--- config.mk ---
export PLATFORM = sky130hd
export DESIGN_NAME = serial_tx_channel_slot_map
export DESIGN_NICKNAME = d
export VERILOG_FILES = /design/src/rtl/tx_word_buffer.v /design/src/rtl/serial_tx_channel_slot_map.v
export VERILOG_INCLUDE_DIRS = /design/src /design/src/inc
export SDC_FILE = /design/constraint.sdc
export NUM_CORES = 1
export LEC_CHECK = 0
export BUFFER_PORTS_ARGS = -buffer_cell sky130_fd_sc_hd__buf_2
export CAP_MARGIN = 20
export CORE_MARGIN = 5
export CORE_UTILIZATION = 60
export CTS_CLUSTER_SIZE = 10
export DETAILED_ROUTE_END_ITERATION = 8
export GPL_TIMING_DRIVEN = 0
export PLACE_DENSITY = 0.81
export REMOVE_ABC_BUFFERS = 1
export SLEW_MARGIN = 40
export SYNTH_ARGS = -nofsm -noshare
export SYNTH_HDL_FRONTEND = slang
export SYNTH_SLANG_ARGS = --single-unit
--- constraint.sdc ---
create_clock -name SYS_CLK -period 16.9 [get_ports SYS_CLK]
set_input_delay 1.69 -clock SYS_CLK [delete_from_list [all_inputs] [get_ports SYS_CLK]]
set_output_delay 1.69 -clock SYS_CLK [all_outputs]
set_load 0.01 [all_outputs]
--- src/inc/tx_slot_map_regs.vh ---
/*
  register offsets, field positions, reset values and frame constants
  for the transmit channel 4 to 6 source and slot mapping block.
  assumes it is included by bare name from the design files only.
*/
`ifndef TX_SLOT_MAP_REGS_VH
`define TX_SLOT_MAP_REGS_VH

// register offsets on the control port
`define TX_CH4_SOURCE_SLOT_ADDR 8'h21
`define TX_CH5_SOURCE_SLOT_ADDR 8'h22
`define TX_CH6_SOURCE_SLOT_ADDR 8'h23

// reset values
`define TX_CH4_SOURCE_SLOT_RST 8'h03
`define TX_CH5_SOURCE_SLOT_RST 8'h04
`define TX_CH6_SOURCE_SLOT_RST 8'h05
`define UNMAPPED_READ_VALUE 8'h00

// field positions
`define RESERVED_BIT 7
`define SOURCE_SELECT_MSB 6
`define SOURCE_SELECT_LSB 5
`define SLOT_NUMBER_MSB 4
`define SLOT_NUMBER_LSB 0
`define WRITE_MASK 8'h7F

// source select encodings
`define SRC_SEL_HIZ 2'h0
`define SRC_SEL_FIRST 2'h1
`define SRC_SEL_SECOND 2'h2
`define SRC_SEL_RESERVED 2'h3

// serial format encodings on the MODE input
`define MODE_TDM 2'h0
`define MODE_I2S 2'h1
`define MODE_LJ 2'h2

// frame geometry: 32 bit slots, bit counter with an overflow bit
`define WORD_BITS 32
`define SLOT_BITS_LOG2 5
`define BIT_CNT_WIDTH 11
`define BIT_CNT_ZERO 11'h000
`define BIT_CNT_ONE 11'h001
`define HALF_SLOTS 16

`endif

--- src/rtl/tx_word_buffer.v ---
/*
  two-entry buffer with valid and ready on both sides.
  assumes both sides run on the same clock and reset.
*/
`timescale 1ns/1ps
`default_nettype none

module tx_word_buffer #(
  parameter WIDTH = 192
) (
  // clock and reset
  input wire clk,
  input wire srst,
  // fill side
  input wire in_valid,
  output wire in_ready,
  input wire [WIDTH-1:0] in_data,
  // drain side
  output wire out_valid,
  input wire out_ready,
  output wire [WIDTH-1:0] out_data
);

  reg [WIDTH-1:0] mem [0:1];
  reg wr_ptr_reg;
  reg rd_ptr_reg;
  reg [1:0] count_reg;
  wire push;
  wire pop;

  assign in_ready = (count_reg != 2'h2);
  assign out_valid = (count_reg != 2'h0);
  assign out_data = mem[rd_ptr_reg];
  assign push = in_valid & in_ready;
  assign pop = out_valid & out_ready;

  always @(posedge clk) begin
    if (push) begin
      mem[wr_ptr_reg] <= in_data;
    end
  end

  always @(posedge clk) begin
    if (srst) begin
      wr_ptr_reg <= 1'b0;
      rd_ptr_reg <= 1'b0;
      count_reg <= 2'h0;
    end else begin
      if (push) begin
        wr_ptr_reg <= ~wr_ptr_reg;
      end
      if (pop) begin
        rd_ptr_reg <= ~rd_ptr_reg;
      end
      case ({push, pop})
        2'b10: count_reg <= count_reg + 2'h1;
        2'b01: count_reg <= count_reg - 2'h1;
        default: count_reg <= count_reg;
      endcase
    end
  end

endmodule

`default_nettype wire

--- src/rtl/serial_tx_channel_slot_map.v ---
/*
  transmit channels 4 to 6 of the primary serial port: source select and
  slot placement registers, and a serializer that drives each channel's
  word in its slot on one shared data line.
  assumes the bit clock and frame sync come from the far side on pins,
  that source words and MODE come from logic on SYS_CLK, and that the bit
  clock is slow enough to be sampled by SYS_CLK (at least 4 cycles a half).
*/
// Functional notes
// - ch4 select: hiz, mic ch4, temperature, reserved
// - ch4 slot field bits 4-0, reset 3
// - ch5 select: hiz, loopback in1, echo ref 1
// - ch5 slot field bits 4-0, reset 4
// - ch6 register: select resets 0, slot 5
// - bit 7 reserved, reads zero, written zero
// - select zero leaves channel output undriven
// - ch6 select: loopback in2, echo ref 2
`timescale 1ns/1ps
`default_nettype none
`include "tx_slot_map_regs.vh"

module serial_tx_channel_slot_map (
  // clock and reset
  input wire SYS_CLK,
  input wire SRST,
  // register port
  input wire REG_WE,
  input wire REG_RE,
  input wire [7:0] REG_ADDR,
  input wire [7:0] REG_WDATA,
  output reg [7:0] REG_RDATA,
  // serial format
  input wire [1:0] MODE,
  // source words
  input wire SRC_VALID,
  output reg SRC_READY,
  input wire [31:0] SRC_MIC4,
  input wire [31:0] SRC_TEMP,
  input wire [31:0] SRC_LOOP1,
  input wire [31:0] SRC_LOOP2,
  input wire [31:0] SRC_ECHO1,
  input wire [31:0] SRC_ECHO2,
  // serial link pins
  input wire BCLK,
  input wire FSYNC,
  output reg DOUT,
  output reg DOUT_OE
);

  // registers
  reg [7:0] ch4_cfg_reg;
  reg [7:0] ch5_cfg_reg;
  reg [7:0] ch6_cfg_reg;

  // pin synchronisers
  reg bclk_s1_reg;
  reg bclk_s2_reg;
  reg bclk_s3_reg;
  reg fs_s1_reg;
  reg fs_s2_reg;
  reg fs_s3_reg;
  reg bclk_f_reg;
  reg bclk_d_reg;
  reg fs_f_reg;
  reg fs_last_reg;

  // frame state
  reg [`BIT_CNT_WIDTH-1:0] cnt_reg;
  reg dly_reg;
  reg right_reg;
  reg started_reg;
  reg [191:0] cur_reg;

  wire bclk_rise;
  wire bclk_fall;
  wire fs_edge;
  wire frame_start;
  wire restart;
  wire buf_in_ready;
  wire buf_out_valid;
  wire [191:0] buf_out_data;
  wire buf_pop;

  reg hit4;
  reg hit5;
  reg hit6;
  reg dout_next;
  reg oe_next;

  function [7:0] cfg_write;
    input [7:0] wdata;
    begin
      cfg_write = wdata & `WRITE_MASK;
    end
  endfunction

  // true while the bit counter lies in the channel's slot
  function slot_hit;
    input [4:0] slot;
    input [1:0] mode;
    input right;
    input [`BIT_CNT_WIDTH-1:0] cnt;
    begin
      if (mode == `MODE_TDM) begin
        slot_hit = (cnt[`BIT_CNT_WIDTH-1] == 1'b0) && (cnt[9:5] == slot);
      end else begin
        slot_hit = (cnt[`BIT_CNT_WIDTH-1:9] == 2'b00) && ({right, cnt[8:5]} == slot);
      end
    end
  endfunction

  // bit of the selected source word, msb first
  function pick_bit;
    input [1:0] sel;
    input [31:0] first;
    input [31:0] second;
    input [4:0] bitpos;
    begin
      case (sel)
        `SRC_SEL_FIRST: pick_bit = first[5'h1F - bitpos];
        `SRC_SEL_SECOND: pick_bit = second[5'h1F - bitpos];
        default: pick_bit = 1'b0;
      endcase
    end
  endfunction

  // selects 0 and 3 never drive the line
  function sel_drives;
    input [1:0] sel;
    begin
      sel_drives = (sel == `SRC_SEL_FIRST) || (sel == `SRC_SEL_SECOND);
    end
  endfunction

  // true while a channel with this config owns the present bit
  function chan_hit;
    input [7:0] cfg;
    input started;
    input dly;
    input [1:0] mode;
    input right;
    input [`BIT_CNT_WIDTH-1:0] cnt;
    begin
      chan_hit = started && !dly && sel_drives(cfg[6:5]) &&
                 slot_hit(cfg[4:0], mode, right, cnt);
    end
  endfunction

  // register file
  always @(posedge SYS_CLK) begin
    if (SRST) begin
      ch4_cfg_reg <= `TX_CH4_SOURCE_SLOT_RST;
      ch5_cfg_reg <= `TX_CH5_SOURCE_SLOT_RST;
      ch6_cfg_reg <= `TX_CH6_SOURCE_SLOT_RST;
      REG_RDATA <= `UNMAPPED_READ_VALUE;
    end else begin
      if (REG_WE) begin
        case (REG_ADDR)
          `TX_CH4_SOURCE_SLOT_ADDR: ch4_cfg_reg <= cfg_write(REG_WDATA);
          `TX_CH5_SOURCE_SLOT_ADDR: ch5_cfg_reg <= cfg_write(REG_WDATA);
          `TX_CH6_SOURCE_SLOT_ADDR: ch6_cfg_reg <= cfg_write(REG_WDATA);
          default: ;
        endcase
      end
      if (REG_RE) begin
        case (REG_ADDR)
          `TX_CH4_SOURCE_SLOT_ADDR: REG_RDATA <= ch4_cfg_reg;
          `TX_CH5_SOURCE_SLOT_ADDR: REG_RDATA <= ch5_cfg_reg;
          `TX_CH6_SOURCE_SLOT_ADDR: REG_RDATA <= ch6_cfg_reg;
          default: REG_RDATA <= `UNMAPPED_READ_VALUE;
        endcase
      end
    end
  end

  // three-stage synchronisers; a level counts once stages two and three agree
  always @(posedge SYS_CLK) begin
    if (SRST) begin
      bclk_s1_reg <= 1'b0;
      bclk_s2_reg <= 1'b0;
      bclk_s3_reg <= 1'b0;
      fs_s1_reg <= 1'b0;
      fs_s2_reg <= 1'b0;
      fs_s3_reg <= 1'b0;
      bclk_f_reg <= 1'b0;
      bclk_d_reg <= 1'b0;
      fs_f_reg <= 1'b0;
    end else begin
      bclk_s1_reg <= BCLK;
      bclk_s2_reg <= bclk_s1_reg;
      bclk_s3_reg <= bclk_s2_reg;
      fs_s1_reg <= FSYNC;
      fs_s2_reg <= fs_s1_reg;
      fs_s3_reg <= fs_s2_reg;
      if (bclk_s2_reg == bclk_s3_reg) begin
        bclk_f_reg <= bclk_s3_reg;
      end
      if (fs_s2_reg == fs_s3_reg) begin
        fs_f_reg <= fs_s3_reg;
      end
      bclk_d_reg <= bclk_f_reg;
    end
  end

  assign bclk_rise = bclk_f_reg & ~bclk_d_reg;
  assign bclk_fall = ~bclk_f_reg & bclk_d_reg;
  assign fs_edge = bclk_rise & (fs_f_reg != fs_last_reg);
  // a frame opens on frame sync rising, or falling for i2s (left half low)
  assign frame_start = fs_edge & ((MODE == `MODE_I2S) ? ~fs_f_reg : fs_f_reg);
  // tdm counts across the whole frame; i2s, lj and the unused mode 3 restart for the right half
  assign restart = fs_edge & (frame_start | (MODE != `MODE_TDM));
  assign buf_pop = frame_start;

  tx_word_buffer #(
    .WIDTH(192)
  ) u_buf (
    .clk(SYS_CLK),
    .srst(SRST),
    .in_valid(SRC_VALID),
    .in_ready(buf_in_ready),
    .in_data({SRC_MIC4, SRC_TEMP, SRC_LOOP1, SRC_LOOP2, SRC_ECHO1, SRC_ECHO2}),
    .out_valid(buf_out_valid),
    .out_ready(buf_pop),
    .out_data(buf_out_data)
  );

  // frame position, counted on bit clock rising edges
  always @(posedge SYS_CLK) begin
    if (SRST) begin
      fs_last_reg <= 1'b0;
      cnt_reg <= {1'b1, 10'h000};
      dly_reg <= 1'b0;
      right_reg <= 1'b0;
      started_reg <= 1'b0;
      cur_reg <= 192'h0;
      SRC_READY <= 1'b0;
    end else begin
      SRC_READY <= buf_in_ready;
      if (bclk_rise) begin
        fs_last_reg <= fs_f_reg;
        if (restart) begin
          cnt_reg <= `BIT_CNT_ZERO;
          dly_reg <= (MODE == `MODE_I2S);
          right_reg <= ~frame_start;
          if (frame_start) begin
            started_reg <= 1'b1;
            cur_reg <= buf_out_valid ? buf_out_data : 192'h0;
          end
        end else if (dly_reg) begin
          dly_reg <= 1'b0;
        end else if (cnt_reg[`BIT_CNT_WIDTH-1] == 1'b0) begin
          cnt_reg <= cnt_reg + `BIT_CNT_ONE;
        end
      end
    end
  end

  // which channel owns the present bit; channel 4 wins a shared slot
  always @* begin
    hit4 = chan_hit(ch4_cfg_reg, started_reg, dly_reg, MODE, right_reg, cnt_reg);
    hit5 = chan_hit(ch5_cfg_reg, started_reg, dly_reg, MODE, right_reg, cnt_reg);
    hit6 = chan_hit(ch6_cfg_reg, started_reg, dly_reg, MODE, right_reg, cnt_reg);
    dout_next = 1'b0;
    oe_next = 1'b0;
    if (hit4) begin
      dout_next = pick_bit(ch4_cfg_reg[6:5], cur_reg[191:160], cur_reg[159:128], cnt_reg[4:0]);
      oe_next = 1'b1;
    end else if (hit5) begin
      dout_next = pick_bit(ch5_cfg_reg[6:5], cur_reg[127:96], cur_reg[63:32], cnt_reg[4:0]);
      oe_next = 1'b1;
    end else if (hit6) begin
      dout_next = pick_bit(ch6_cfg_reg[6:5], cur_reg[95:64], cur_reg[31:0], cnt_reg[4:0]);
      oe_next = 1'b1;
    end
  end

  // line changes on bit clock falling edges so the far side samples on rising
  always @(posedge SYS_CLK) begin
    if (SRST) begin
      DOUT <= 1'b0;
      DOUT_OE <= 1'b0;
    end else if (bclk_fall) begin
      DOUT <= dout_next;
      DOUT_OE <= oe_next;
    end
  end

endmodule

`default_nettype wire

==> impl_metrics.csv, run 1 <==
group,metric,value,unit
logic_synthesis,synth-edff-count,384,
floorplanning,floorplan.core_area,38830,µm²
status,run_status,"finished clean",
placed_design,dpl.cell_count,2342,
route,drt.antenna.violating_nets,0,
logic_synthesis,synth.top_cell.area_share,48.81,%
logic_synthesis,synthDistinctLibCells,55,
worst_setup_path,kind_of_end_point_of_the_critical_path,"flip-flop",
logic_synthesis,avgSynthCellArea,14.28,µm²
flow_run,drv.max_cap_violation_count,0,
placed_design,numPortBuffers,225,
clocking,clock_insertion_delay_worst_skew,0.59,ns
clocking,cts-root-buf,"sky130_fd_sc_hd__clkbuf_16",
clocking,cts_repair_resize_count,0,
worst_setup_path,critPathTopFamily,"compound AO/OA/AOI/OAI gates",
worst_setup_path,crit_arrival,3.77,ns
route,first_pass_drt_iterations,6,
global_route,track_usage,23.21,%
logic_synthesis,synthesis.yosys.warnings,0,
floorplanning,start_util,60.84,%
logic_synthesis,post-synth-top-area-cell,"sky130_fd_sc_hd__edfxtp_1",
power,power.density_cell_area,117.7,nW/µm²
worst_setup_path,critical_path.max_stage_delay,0.60,ns
floorplanning,die_width,208.4,µm
logic_synthesis,synth-seq-cells,636,
worst_setup_path,r2r_setup_slack,14.13,ns
clocking,clock_sink_count,636,
floorplanning,fp.dieArea,43440,µm²
timing,min_period,3.299,ns
route,drt_drc_violations_left,0,
route,drt_iter0_markers,1058,
worst_setup_path,setup.worst_path.start_class,"primary input",
timing,finalSetupViolations,0,
layout,post_layout_nonfiller_instances,2483,
route,via_per_inst,5.702,
clocking,post-cts-setup-buffer-count,0,
logic_synthesis,synth_ff_type,"sky130_fd_sc_hd__edfxtp_1",
clocking,cts_tree,"yes",
layout,final_common_cell,"sky130_fd_sc_hd__edfxtp_1",
power,power.leakage,9.493,nW
timing,final.setup.tns,0,ns
logic_synthesis,syn-instance-count,1654,
clocking,cts_buf_count,73,
global_route,grt_start_max_net_pins,54,
global_route,grt.overflow.total,0,
timing,timing_hold_violations_final,0,
floorplanning,floorplan.rows,72,
logic_synthesis,ys_seq_area_share,70.17,%
timing,grt_setup_unrepaired,"no",
layout,layout_area_growth_over_synthesis,18.53,%
timing,report.final.slew_viol_count,0,
worst_setup_path,required,17.37,ns
min_path,min-delay-path-class,"reg -> reg",
timing,post-route-period-util,19.52,%
timing,slew_headroom,47.91,%
layout,finalInstanceArea,28000,µm²
layout,final-seq-area,16590,µm²
placed_design,dpl_ws,13.07,ns
route,detailroute.via_count,14160,
timing,fmax,303.1,MHz
placed_design,postPlaceCellArea,25850,µm²
worst_setup_path,path_max_fanout,5,
layout,drive_gt1_share,21.39,%
timing,fin_ws,13.60,ns
worst_setup_path,critical_path.cell_chain,"buf_2 > or2_1 > a21oi_1 > mux2i_1 > nor4_1 > o2111a_1 > a211oi_1 > o41ai_1",
global_route,via_count_of_the_first_global_routing_pass,14850,
route,wl,50.69,mm
logic_synthesis,mappedNetlistArea,23620,µm²
layout,largest_register_ffs,384,
power,p_total,3.297,mW
timing,skew,0.01738,ns
placed_design,dp_hpwl,33.22,mm
global_route,grt_first_pass_wirelength,79.47,mm
floorplanning,die_h,208.4,µm
clocking,clkTransAtPathRegs,0.05,ns
layout,fin_nets,2124,
timing,timing_worst_slew_pin_value,0.7742,ns
layout,layout.cells.most_common_list,"384 x sky130_fd_sc_hd__edfxtp_1, 246 x sky130_fd_sc_hd__dfxtp_1, 224 x sky130_fd_sc_hd__buf_2",
worst_setup_path,buffer_and_inverter_count_on_the_worst_path,1,
worst_setup_path,path_type_of_the_worst_setup_path,"in -> reg",
logic_synthesis,async_reset_ff_share,0,%
clocking,ctsHtreeMaxLevel,3,
logic_synthesis,synth_area_leaders,"sky130_fd_sc_hd__edfxtp_1 49%, sky130_fd_sc_hd__dfxtp_1 21%, sky130_fd_sc_hd__mux2i_1 9.4%, sky130_fd_sc_hd__mux4_2 4.7%, sky130_fd_sc_hd__o21ai_1 4.1%",
power,peakVddDrop,0.00009887,V
clocking,cts-root-to-sink-buffers,3,
floorplanning,ioPinCount,228,
worst_setup_path,critical-path-slowest-cell,"sky130_fd_sc_hd__nor4_1",
placed_design,place_congestion,0.8405,
clocking,cts-hold-fix-buffers,0,
layout,combined_area_of_the_multi_input_logic_cells,6598,µm²
global_route,antenna_found_initial,8,
route,wire_per_inst,20.42,µm
layout,fill_cells,2430,
## layout make-up
class	instances	area share (%)
clock inverters	6	0.2547
clock buffers	129	7.386
well taps	518	2.315
diodes	6	0.05362
multi-input cells	905	23.56
flip-flops and latches	636	59.26
inverters	16	0.2145
repair buffers	267	6.953
## cells by family (layout without fill, tap and decap cells)
family / after synthesis / count (layout) / share of synthesized area (%)
buf+inv: 113 / 418 / 2.028
other cells: 1 / 7 / 0.01587
fa+ha+maj: 8 / 8 / 0.4237
flops: 636 / 636 / 70.17
compound gates: 262 / 262 / 6.017
xor+xnor: 23 / 23 / 0.8527
simple gates: 332 / 332 / 6.043
mux: 279 / 279 / 14.45
## per-layer routing
| layer | part of all wire, % | wire length, µm | global-route usage [%] |
|---|---|---|---|
| met1 | 41 | 20930 | 30.19 |
| met2 | 51 | 25730 | 39.64 |
| met4 | 2.7 | 1358 | 8.562 |
| met3 | 5.2 | 2650 | 3.931 |
| met5 | 0.047 | 24 | 0 |
## worst reg2reg max path: stages (launching register included)
cell and delay (ns):
sky130_fd_sc_hd__dfxtp_4 0.59, sky130_fd_sc_hd__buf_12 0.27, sky130_fd_sc_hd__mux4_2 0.57, sky130_fd_sc_hd__mux2i_1 0.31
sky130_fd_sc_hd__nand3_1 0.19, sky130_fd_sc_hd__a41o_1 0.29, sky130_fd_sc_hd__a211oi_1 0.27, sky130_fd_sc_hd__o41ai_1 0.12
## final timing paths
path,startpoint,end,depth (start not counted)
max,MODE[0],DOUT,8
min,cur_reg[165],cur_reg[165],2
max reg2reg,chan_hit.cnt[0],DOUT,7
min reg2reg,cur_reg[165],cur_reg[165],2
## metrics by stage
step / hold slack [ns] / util [%]
floorplan: 0.4138 / -
global placement: 0.4303 / 64.33
detailed placement: 0.4268 / 66.57
CTS: 0.4450 / 72.08
global route: 0.4497 / 72.11
finish: 0.4434 / 72.12
## cell usage after synthesis, types with 4 or more instances
| cell | count |
|---|---|
| sky130_fd_sc_hd__clkbuf_1 | 82 |
| sky130_fd_sc_hd__a211o_1 | 5 |
| sky130_fd_sc_hd__nand3_1 | 11 |
| sky130_fd_sc_hd__mux2i_1 | 223 |
| sky130_fd_sc_hd__buf_4 | 5 |
| sky130_fd_sc_hd__mux4_2 | 49 |
| sky130_fd_sc_hd__o22ai_1 | 4 |
| sky130_fd_sc_hd__mux2_2 | 6 |
| sky130_fd_sc_hd__a21oi_1 | 21 |
| sky130_fd_sc_hd__nand2_1 | 208 |
| sky130_fd_sc_hd__nand4_1 | 5 |
| sky130_fd_sc_hd__o21ai_1 | 195 |
| sky130_fd_sc_hd__and3_1 | 5 |
| sky130_fd_sc_hd__xnor2_1 | 14 |
| sky130_fd_sc_hd__nor2b_1 | 16 |
| sky130_fd_sc_hd__edfxtp_1 | 384 |
| sky130_fd_sc_hd__buf_6 | 4 |
| sky130_fd_sc_hd__dfxtp_1 | 252 |
| sky130_fd_sc_hd__o21ai_0 | 8 |
| sky130_fd_sc_hd__nand2b_1 | 7 |
| sky130_fd_sc_hd__o211ai_1 | 4 |
| sky130_fd_sc_hd__nor2_1 | 53 |
| sky130_fd_sc_hd__or3_1 | 4 |
| sky130_fd_sc_hd__xor2_1 | 9 |
| sky130_fd_sc_hd__nand3b_1 | 6 |
| sky130_fd_sc_hd__a22oi_1 | 7 |
| sky130_fd_sc_hd__buf_2 | 5 |
| sky130_fd_sc_hd__nor4_1 | 4 |
| sky130_fd_sc_hd__inv_1 | 15 |
| sky130_fd_sc_hd__ha_1 | 8 |
## power by group
part / total, mW / internal [mW] / switching [mW]
combinational: 0.143 / 0.0546 / 0.0885
sequential: 1.75 / 1.73 / 0.0176
clock: 1.41 / 0.830 / 0.578
total: 3.30 / 2.61 / 0.684
(Power assumes the default switching activity.)
==> run 2, diff against run 1 <==
--- a/config.mk
+++ b/config.mk
@@ -9,11 +9,11 @@
 export BUFFER_PORTS_ARGS = -buffer_cell sky130_fd_sc_hd__buf_2
 export CAP_MARGIN = 20
 export CORE_MARGIN = 5
-export CORE_UTILIZATION = 60
+export CORE_UTILIZATION = 59
 export CTS_CLUSTER_SIZE = 10
 export DETAILED_ROUTE_END_ITERATION = 8
 export GPL_TIMING_DRIVEN = 0
-export PLACE_DENSITY = 0.81
+export PLACE_DENSITY = 0.8
 export REMOVE_ABC_BUFFERS = 1
 export SLEW_MARGIN = 40
 export SYNTH_ARGS = -nofsm -noshare
==> constraint.sdc (replaced) <==
create_clock -name SYS_CLK -period 3.1 [get_ports SYS_CLK]
set_input_delay 0.31 -clock SYS_CLK [delete_from_list [all_inputs] [get_ports SYS_CLK]]
set_output_delay 0.31 -clock SYS_CLK [all_outputs]
set_load 0.01 [all_outputs]
==> impl_metrics.csv, run 2 (synthesis gave the netlist of run 1 again) <==
group,metric,value,unit
timing,timing_worst_slew_pin_value,0.6779,ns
timing,skew,0.01843,ns
layout,largest_register_ffs,384,
floorplanning,ioPinCount,228,
clocking,clock_insertion_delay_worst_skew,0.59,ns
worst_setup_path,setup.worst_path.start_class,"flip-flop",
route,wl,57.91,mm
worst_setup_path,path_max_fanout,25,
global_route,grt.overflow.total,0,
global_route,via_count_of_the_first_global_routing_pass,16390,
timing,finalSetupViolations,0,
global_route,antenna_found_initial,4,
route,first_pass_drt_iterations,5,
clocking,cts-root-to-sink-buffers,3,
layout,fin_nets,2324,
timing,post-route-period-util,88.42,%
timing,report.final.slew_viol_count,0,
layout,fill_cells,2272,
power,peakVddDrop,0.0005425,V
route,via_per_inst,5.657,
route,wire_per_inst,21.56,µm
floorplanning,die_width,210.1,µm
status,run_status,"finished clean",
layout,final_common_cell,"sky130_fd_sc_hd__edfxtp_1",
layout,final-seq-area,16590,µm²
clocking,cts-root-buf,"sky130_fd_sc_hd__clkbuf_16",
worst_setup_path,critical_path.max_stage_delay,0.54,ns
global_route,grt_first_pass_wirelength,89.77,mm
layout,finalInstanceArea,30000,µm²
worst_setup_path,required,3.53,ns
clocking,cts_tree,"yes",
flow_run,drv.max_cap_violation_count,0,
clocking,clkTransAtPathRegs,0.05,ns
route,drt_drc_violations_left,0,
floorplanning,floorplan.rows,73,
power,p_total,18.33,mW
layout,layout_area_growth_over_synthesis,26.98,%
worst_setup_path,buffer_and_inverter_count_on_the_worst_path,2,
route,detailroute.via_count,15200,
clocking,cts_repair_resize_count,0,
route,drt_iter0_markers,1109,
global_route,grt_start_max_net_pins,54,
layout,combined_area_of_the_multi_input_logic_cells,6598,µm²
power,power.density_cell_area,611.2,nW/µm²
worst_setup_path,critical_path.cell_chain,"buf_12 > buf_12 > mux4_2 > mux4_2 > mux2_2 > nand2_1 > and3_1 > o41ai_1",
route,drt.antenna.violating_nets,0,
floorplanning,start_util,59.60,%
clocking,post-cts-setup-buffer-count,0,
timing,timing.hold.ws,0.07425,ns
timing,timing_hold_violations_final,0,
placed_design,dp_hpwl,32.99,mm
worst_setup_path,kind_of_end_point_of_the_critical_path,"flip-flop",
layout,drive_gt1_share,19.39,%
global_route,track_usage,25.99,%
placed_design,numPortBuffers,225,
layout,layout.cells.most_common_list,"384 x sky130_fd_sc_hd__edfxtp_1, 246 x sky130_fd_sc_hd__dfxtp_1, 224 x sky130_fd_sc_hd__buf_2",
timing,grt_setup_unrepaired,"no",
clocking,ctsHtreeMaxLevel,3,
min_path,min-delay-path-class,"in -> reg",
floorplanning,fp.dieArea,44140,µm²
worst_setup_path,critPathTopFamily,"multiplexers",
floorplanning,die_h,210.1,µm
timing,min_period,2.741,ns
layout,final_core_utilization,75.68,%
timing,slew_headroom,54.39,%
clocking,cts-hold-fix-buffers,199,
worst_setup_path,critical-path-slowest-cell,"sky130_fd_sc_hd__mux4_2",
placed_design,postPlaceCellArea,25880,µm²
timing,fmax,364.8,MHz
worst_setup_path,path_type_of_the_worst_setup_path,"reg -> reg",
placed_design,place_congestion,0.8225,
worst_setup_path,crit_arrival,3.17,ns
clocking,clock_sink_count,636,
floorplanning,floorplan.core_area,39640,µm²
power,power.leakage,10.32,nW
clocking,cts_buf_count,73,
[run 2: path summary, 6_finish.rpt]
check                   from        endpoint  slack [ns]  cells after the start
max          chan_hit.cnt[1]            DOUT        0.36                      8
min             REG_WDATA[6]  ch5_cfg_reg[6]        0.07                      3
max reg2reg  chan_hit.cnt[1]            DOUT        0.36                      8
min reg2reg     cur_reg[109]    cur_reg[109]        0.44                      2
[run 2: worst reg2reg max path, cell delays in order, from the launching register on]
cell	delay [ns]
sky130_fd_sc_hd__dfxtp_4	0.45
sky130_fd_sc_hd__buf_12	0.25
sky130_fd_sc_hd__buf_12	0.26
sky130_fd_sc_hd__mux4_2	0.56
sky130_fd_sc_hd__mux4_2	0.50
sky130_fd_sc_hd__mux2_2	0.32
sky130_fd_sc_hd__nand2_1	0.07
sky130_fd_sc_hd__and3_1	0.14
sky130_fd_sc_hd__o41ai_1	0.06
[run 2: cell type report]
| cell class | instances | share of cell area, % |
|---|---|---|
| Multi-Input combinational cell | 905 | 21.99 |
| Antenna cell | 5 | 0.04171 |
| Tap cell | 525 | 2.190 |
| Sequential cell | 636 | 55.31 |
| Clock inverter | 3 | 0.08759 |
| Clock buffer | 129 | 6.965 |
| Timing Repair Buffer | 467 | 13.21 |
| Inverter | 16 | 0.2002 |
[run 2: through the flow]
step / TNS (ns) / setup slack (ns) / instances
CTS: 0 / 0.3519 / 2681
global route: 0 / 0.2550 / 2685
detailed placement: 0 / 0.3639 / 2350
global placement: -4872.42 / -10.93 / 2307
finish: 0 / 0.3589 / 2686
floorplan: -2539.51 / -6.218 / 1557
[run 2: power breakdown]
group,internal (mW),total (mW),leakage [nW],switching [mW]
Sequential,9.42,9.53,5.63,0.111
Combinational,0.473,1.02,3.69,0.552
Clock,4.54,7.78,1.01,3.23
Total,14.4,18.3,10.3,3.90
[run 2: per-layer routing]
metal  part of all wire [%]  track usage [%]  vias to the layer above
met5                      0                0                        -
met4                    3.5            11.09                        0
met3                    5.0            4.018                      145
met2                     52            45.52                      549
met1                     40            32.42                     7518
li1                       -                -                     6983
==> run 3, diff against run 2 <==
--- a/config.mk
+++ b/config.mk
@@ -6,6 +6,7 @@
 export SDC_FILE = /design/constraint.sdc
 export NUM_CORES = 1
 export LEC_CHECK = 0
+export ABC_AREA = 1
 export BUFFER_PORTS_ARGS = -buffer_cell sky130_fd_sc_hd__buf_2
 export CAP_MARGIN = 20
 export CORE_MARGIN = 5
@@ -13,7 +14,7 @@
 export CTS_CLUSTER_SIZE = 10
 export DETAILED_ROUTE_END_ITERATION = 8
 export GPL_TIMING_DRIVEN = 0
-export PLACE_DENSITY = 0.8
+export PLACE_DENSITY = 0.78
 export REMOVE_ABC_BUFFERS = 1
 export SLEW_MARGIN = 40
 export SYNTH_ARGS = -nofsm -noshare
==> constraint.sdc (replaced) <==
create_clock -name SYS_CLK -period 3.1 [get_ports SYS_CLK]
set_input_delay 0.31 -clock SYS_CLK [delete_from_list [all_inputs] [get_ports SYS_CLK]]
set_output_delay 0.31 -clock SYS_CLK [all_outputs]
set_load 0.05 [all_outputs]
==> impl_metrics.csv, run 3 <==
group,metric,value,unit
clocking,cts_buf_count,74,
clocking,cts_tree,"yes",
power,power.leakage,11.21,nW
timing,final.setup.tns,0,ns
timing,timing.hold.ws,0.03756,ns
layout,fill_cells,2734,
route,drt_drc_violations_left,0,
status,run_status,"finished clean",
layout,finalInstanceArea,32650,µm²
clocking,post-cts-setup-buffer-count,0,
floorplanning,fp.dieArea,48480,µm²
worst_setup_path,path_max_fanout,51,
timing,min_period,3.018,ns
layout,fin_nets,2638,
floorplanning,start_util,59.32,%
min_path,min_delay_src,"REG_WDATA[3]",
logic_synthesis,post-synth-top-area-cell,"sky130_fd_sc_hd__edfxtp_1",
worst_setup_path,critical_path.max_stage_delay,0.46,ns
clocking,clock_sink_count,636,
timing,post-route-period-util,97.37,%
clocking,clock_insertion_delay_worst_skew,0.60,ns
worst_setup_path,critPathTopFamily,"buffers and inverters",
global_route,grt_start_max_net_pins,76,
global_route,antenna_found_initial,7,
logic_synthesis,synth-edff-count,384,
worst_setup_path,required,3.59,ns
worst_setup_path,crit_arrival,3.51,ns
layout,layout_area_growth_over_synthesis,25.29,%
floorplanning,floorplan.core_area,43930,µm²
floorplanning,die_h,220.2,µm
floorplanning,ioPinCount,228,
global_route,grt.overflow.total,0,
clocking,ctsHtreeMaxLevel,3,
min_path,min-delay-path-class,"in -> reg",
logic_synthesis,synth_ff_type,"sky130_fd_sc_hd__edfxtp_1",
power,power.density_cell_area,568.8,nW/µm²
route,via_per_inst,5.808,
worst_setup_path,setup.worst_path.start_class,"flip-flop",
route,first_pass_drt_iterations,6,
route,wl,67.28,mm
layout,layout.cells.most_common_list,"384 x sky130_fd_sc_hd__edfxtp_1, 247 x sky130_fd_sc_hd__dfxtp_1, 224 x sky130_fd_sc_hd__buf_2",
placed_design,numPortBuffers,225,
logic_synthesis,synthDistinctLibCells,43,
timing,slew_headroom,44.58,%
logic_synthesis,synthesis.yosys.warnings,0,
layout,post_layout_nonfiller_instances,3067,
clocking,cts-root-buf,"sky130_fd_sc_hd__clkbuf_16",
logic_synthesis,mappedNetlistArea,26060,µm²
timing,grt_setup_unrepaired,"no",
worst_setup_path,rr_startpoint,"bclk_f_reg",
layout,combined_area_of_the_multi_input_logic_cells,7994,µm²
clocking,cts-root-to-sink-buffers,3,
layout,drive_gt1_share,23.06,%
logic_synthesis,yosys.cell_count.top_type,"sky130_fd_sc_hd__edfxtp_1",
worst_setup_path,critical_path.cell_chain,"nand2_1 > clkinv_1 > nand2_2 > nor2_4 > nand2_4 > a21oi_4 > inv_8 > buf_16 > buf_16 > o32ai_2",
power,peakVddDrop,0.0004613,V
placed_design,dp_hpwl,38.88,mm
logic_synthesis,avgSynthCellArea,13.02,µm²
global_route,grt_first_pass_wirelength,103.7,mm
floorplanning,floorplan.rows,77,
timing,report.final.slew_viol_count,0,
timing,fmax,331.3,MHz
logic_synthesis,async_reset_ff_share,0,%
worst_setup_path,path_common_cell,"sky130_fd_sc_hd__buf_16",
global_route,track_usage,27.71,%
worst_setup_path,buffer_and_inverter_count_on_the_worst_path,4,
logic_synthesis,synth-seq-cells,636,
placed_design,dpl.cell_count,2730,
flow_run,drv.max_cap_violation_count,0,
placed_design,postPlaceCellArea,28420,µm²
floorplanning,die_width,220.2,µm
logic_synthesis,syn-instance-count,2001,
global_route,via_count_of_the_first_global_routing_pass,18770,
logic_synthesis,synth.top_cell.area_share,44.24,%
worst_setup_path,path_type_of_the_worst_setup_path,"reg -> reg",
timing,timing_worst_slew_pin_value,0.8314,ns
route,wire_per_inst,21.94,µm
layout,final-seq-area,16590,µm²
route,detailroute.via_count,17810,
worst_setup_path,kind_of_end_point_of_the_critical_path,"flip-flop",
power,p_total,18.57,mW
timing,skew,0.01321,ns
timing,timing_hold_violations_final,0,
clocking,clkTransAtPathRegs,0.05,ns
layout,final_common_cell,"sky130_fd_sc_hd__edfxtp_1",
placed_design,place_congestion,0.8585,
timing,finalSetupViolations,0,
logic_synthesis,synth_area_leaders,"sky130_fd_sc_hd__edfxtp_1 44%, sky130_fd_sc_hd__dfxtp_1 19%, sky130_fd_sc_hd__o32ai_2 8.7%, sky130_fd_sc_hd__mux2i_1 7.4%, sky130_fd_sc_hd__nand3_1 3.8%",
logic_synthesis,ys_seq_area_share,63.60,%
layout,largest_register_ffs,384,
route,drt_iter0_markers,1437,
logic_synthesis,synth.cells.most_frequent,"384 x sky130_fd_sc_hd__edfxtp_1, 252 x sky130_fd_sc_hd__dfxtp_1, 197 x sky130_fd_sc_hd__nand3_1, 195 x sky130_fd_sc_hd__inv_1, 192 x sky130_fd_sc_hd__mux2i_1",
worst_setup_path,critical-path-slowest-cell,"sky130_fd_sc_hd__nand2_4",
worst_setup_path,timing.critical_path.from,"bclk_f_reg",
route,drt.antenna.violating_nets,0,
==> run 3: worst paths after layout <==
path | end | slack (ns) | cells past startpoint
worst max-delay path | cur_reg[122] | 0.08 | 10
worst min-delay path | ch6_cfg_reg[3] | 0.04 | 3
worst max register to register | cur_reg[122] | 0.08 | 10
worst min register to register | fs_s2_reg | 0.42 | 2
==> run 3: cell families (layout without fill, tap and decap cells) <==
| kind of cell | after synthesis | count (layout) | share of synthesized area [%] |
|---|---|---|---|
| flops | 636 | 636 | 63.60 |
| simple gates | 456 | 456 | 7.753 |
| compound gates | 350 | 350 | 14.67 |
| buf+inv | 347 | 813 | 5.833 |
| mux | 192 | 192 | 7.374 |
| xor+xnor | 11 | 11 | 0.3696 |
| fa+ha+maj | 8 | 8 | 0.3841 |
| other cells | 1 | 9 | 0.01439 |
==> run 3: metrics by stage <==
| stage | util (%) | setup slack [ns] |
|---|---|---|
| after floorplan | - | -6.238 |
| after global placement | 61.88 | -13.67 |
| after detailed placement | 64.68 | 0.1478 |
| after CTS | 74.28 | 0.1542 |
| after global routing | 74.31 | 0.005425 |
| final | 74.33 | 0.08166 |
==> run 3: final cells by class <==
type,instances,area share [%]
antenna,8,0.06131
clock buffer,129,6.790
clock inverter,1,0.02299
inverter,207,2.464
multi-input combinational,1018,24.48
sequential,636,50.81
tap,592,2.268
timing repair buffer,476,13.10
==> run 3: power breakdown <==
part / leakage [nW] / internal, mW / switching [mW]
logic: 4.52 / 0.495 / 0.616
registers: 5.63 / 9.33 / 0.0857
clock network: 1.06 / 4.81 / 3.23
==> run 3: per-layer routing <==
metal,vias up,share of wire [%],GRT usage [%]
li1,8146,-,-
met1,8795,39,34.73
met2,692,51,47.60
met3,179,6.3,4.761
met4,2,4.0,12.36
met5,-,0.019,0
==> run 3: worst min-delay path, cell delays in order <==
cell and delay [ns]:
sky130_fd_sc_hd__buf_2 0.10, sky130_fd_sc_hd__o21ai_0 0.08, sky130_fd_sc_hd__a21oi_1 0.10
==> run 3: repair_timing <==
action | CTS | global route
hold buffers | 199 | 0
gates resized for setup | 0 | 0
hold endpoints to repair | 396 | 0
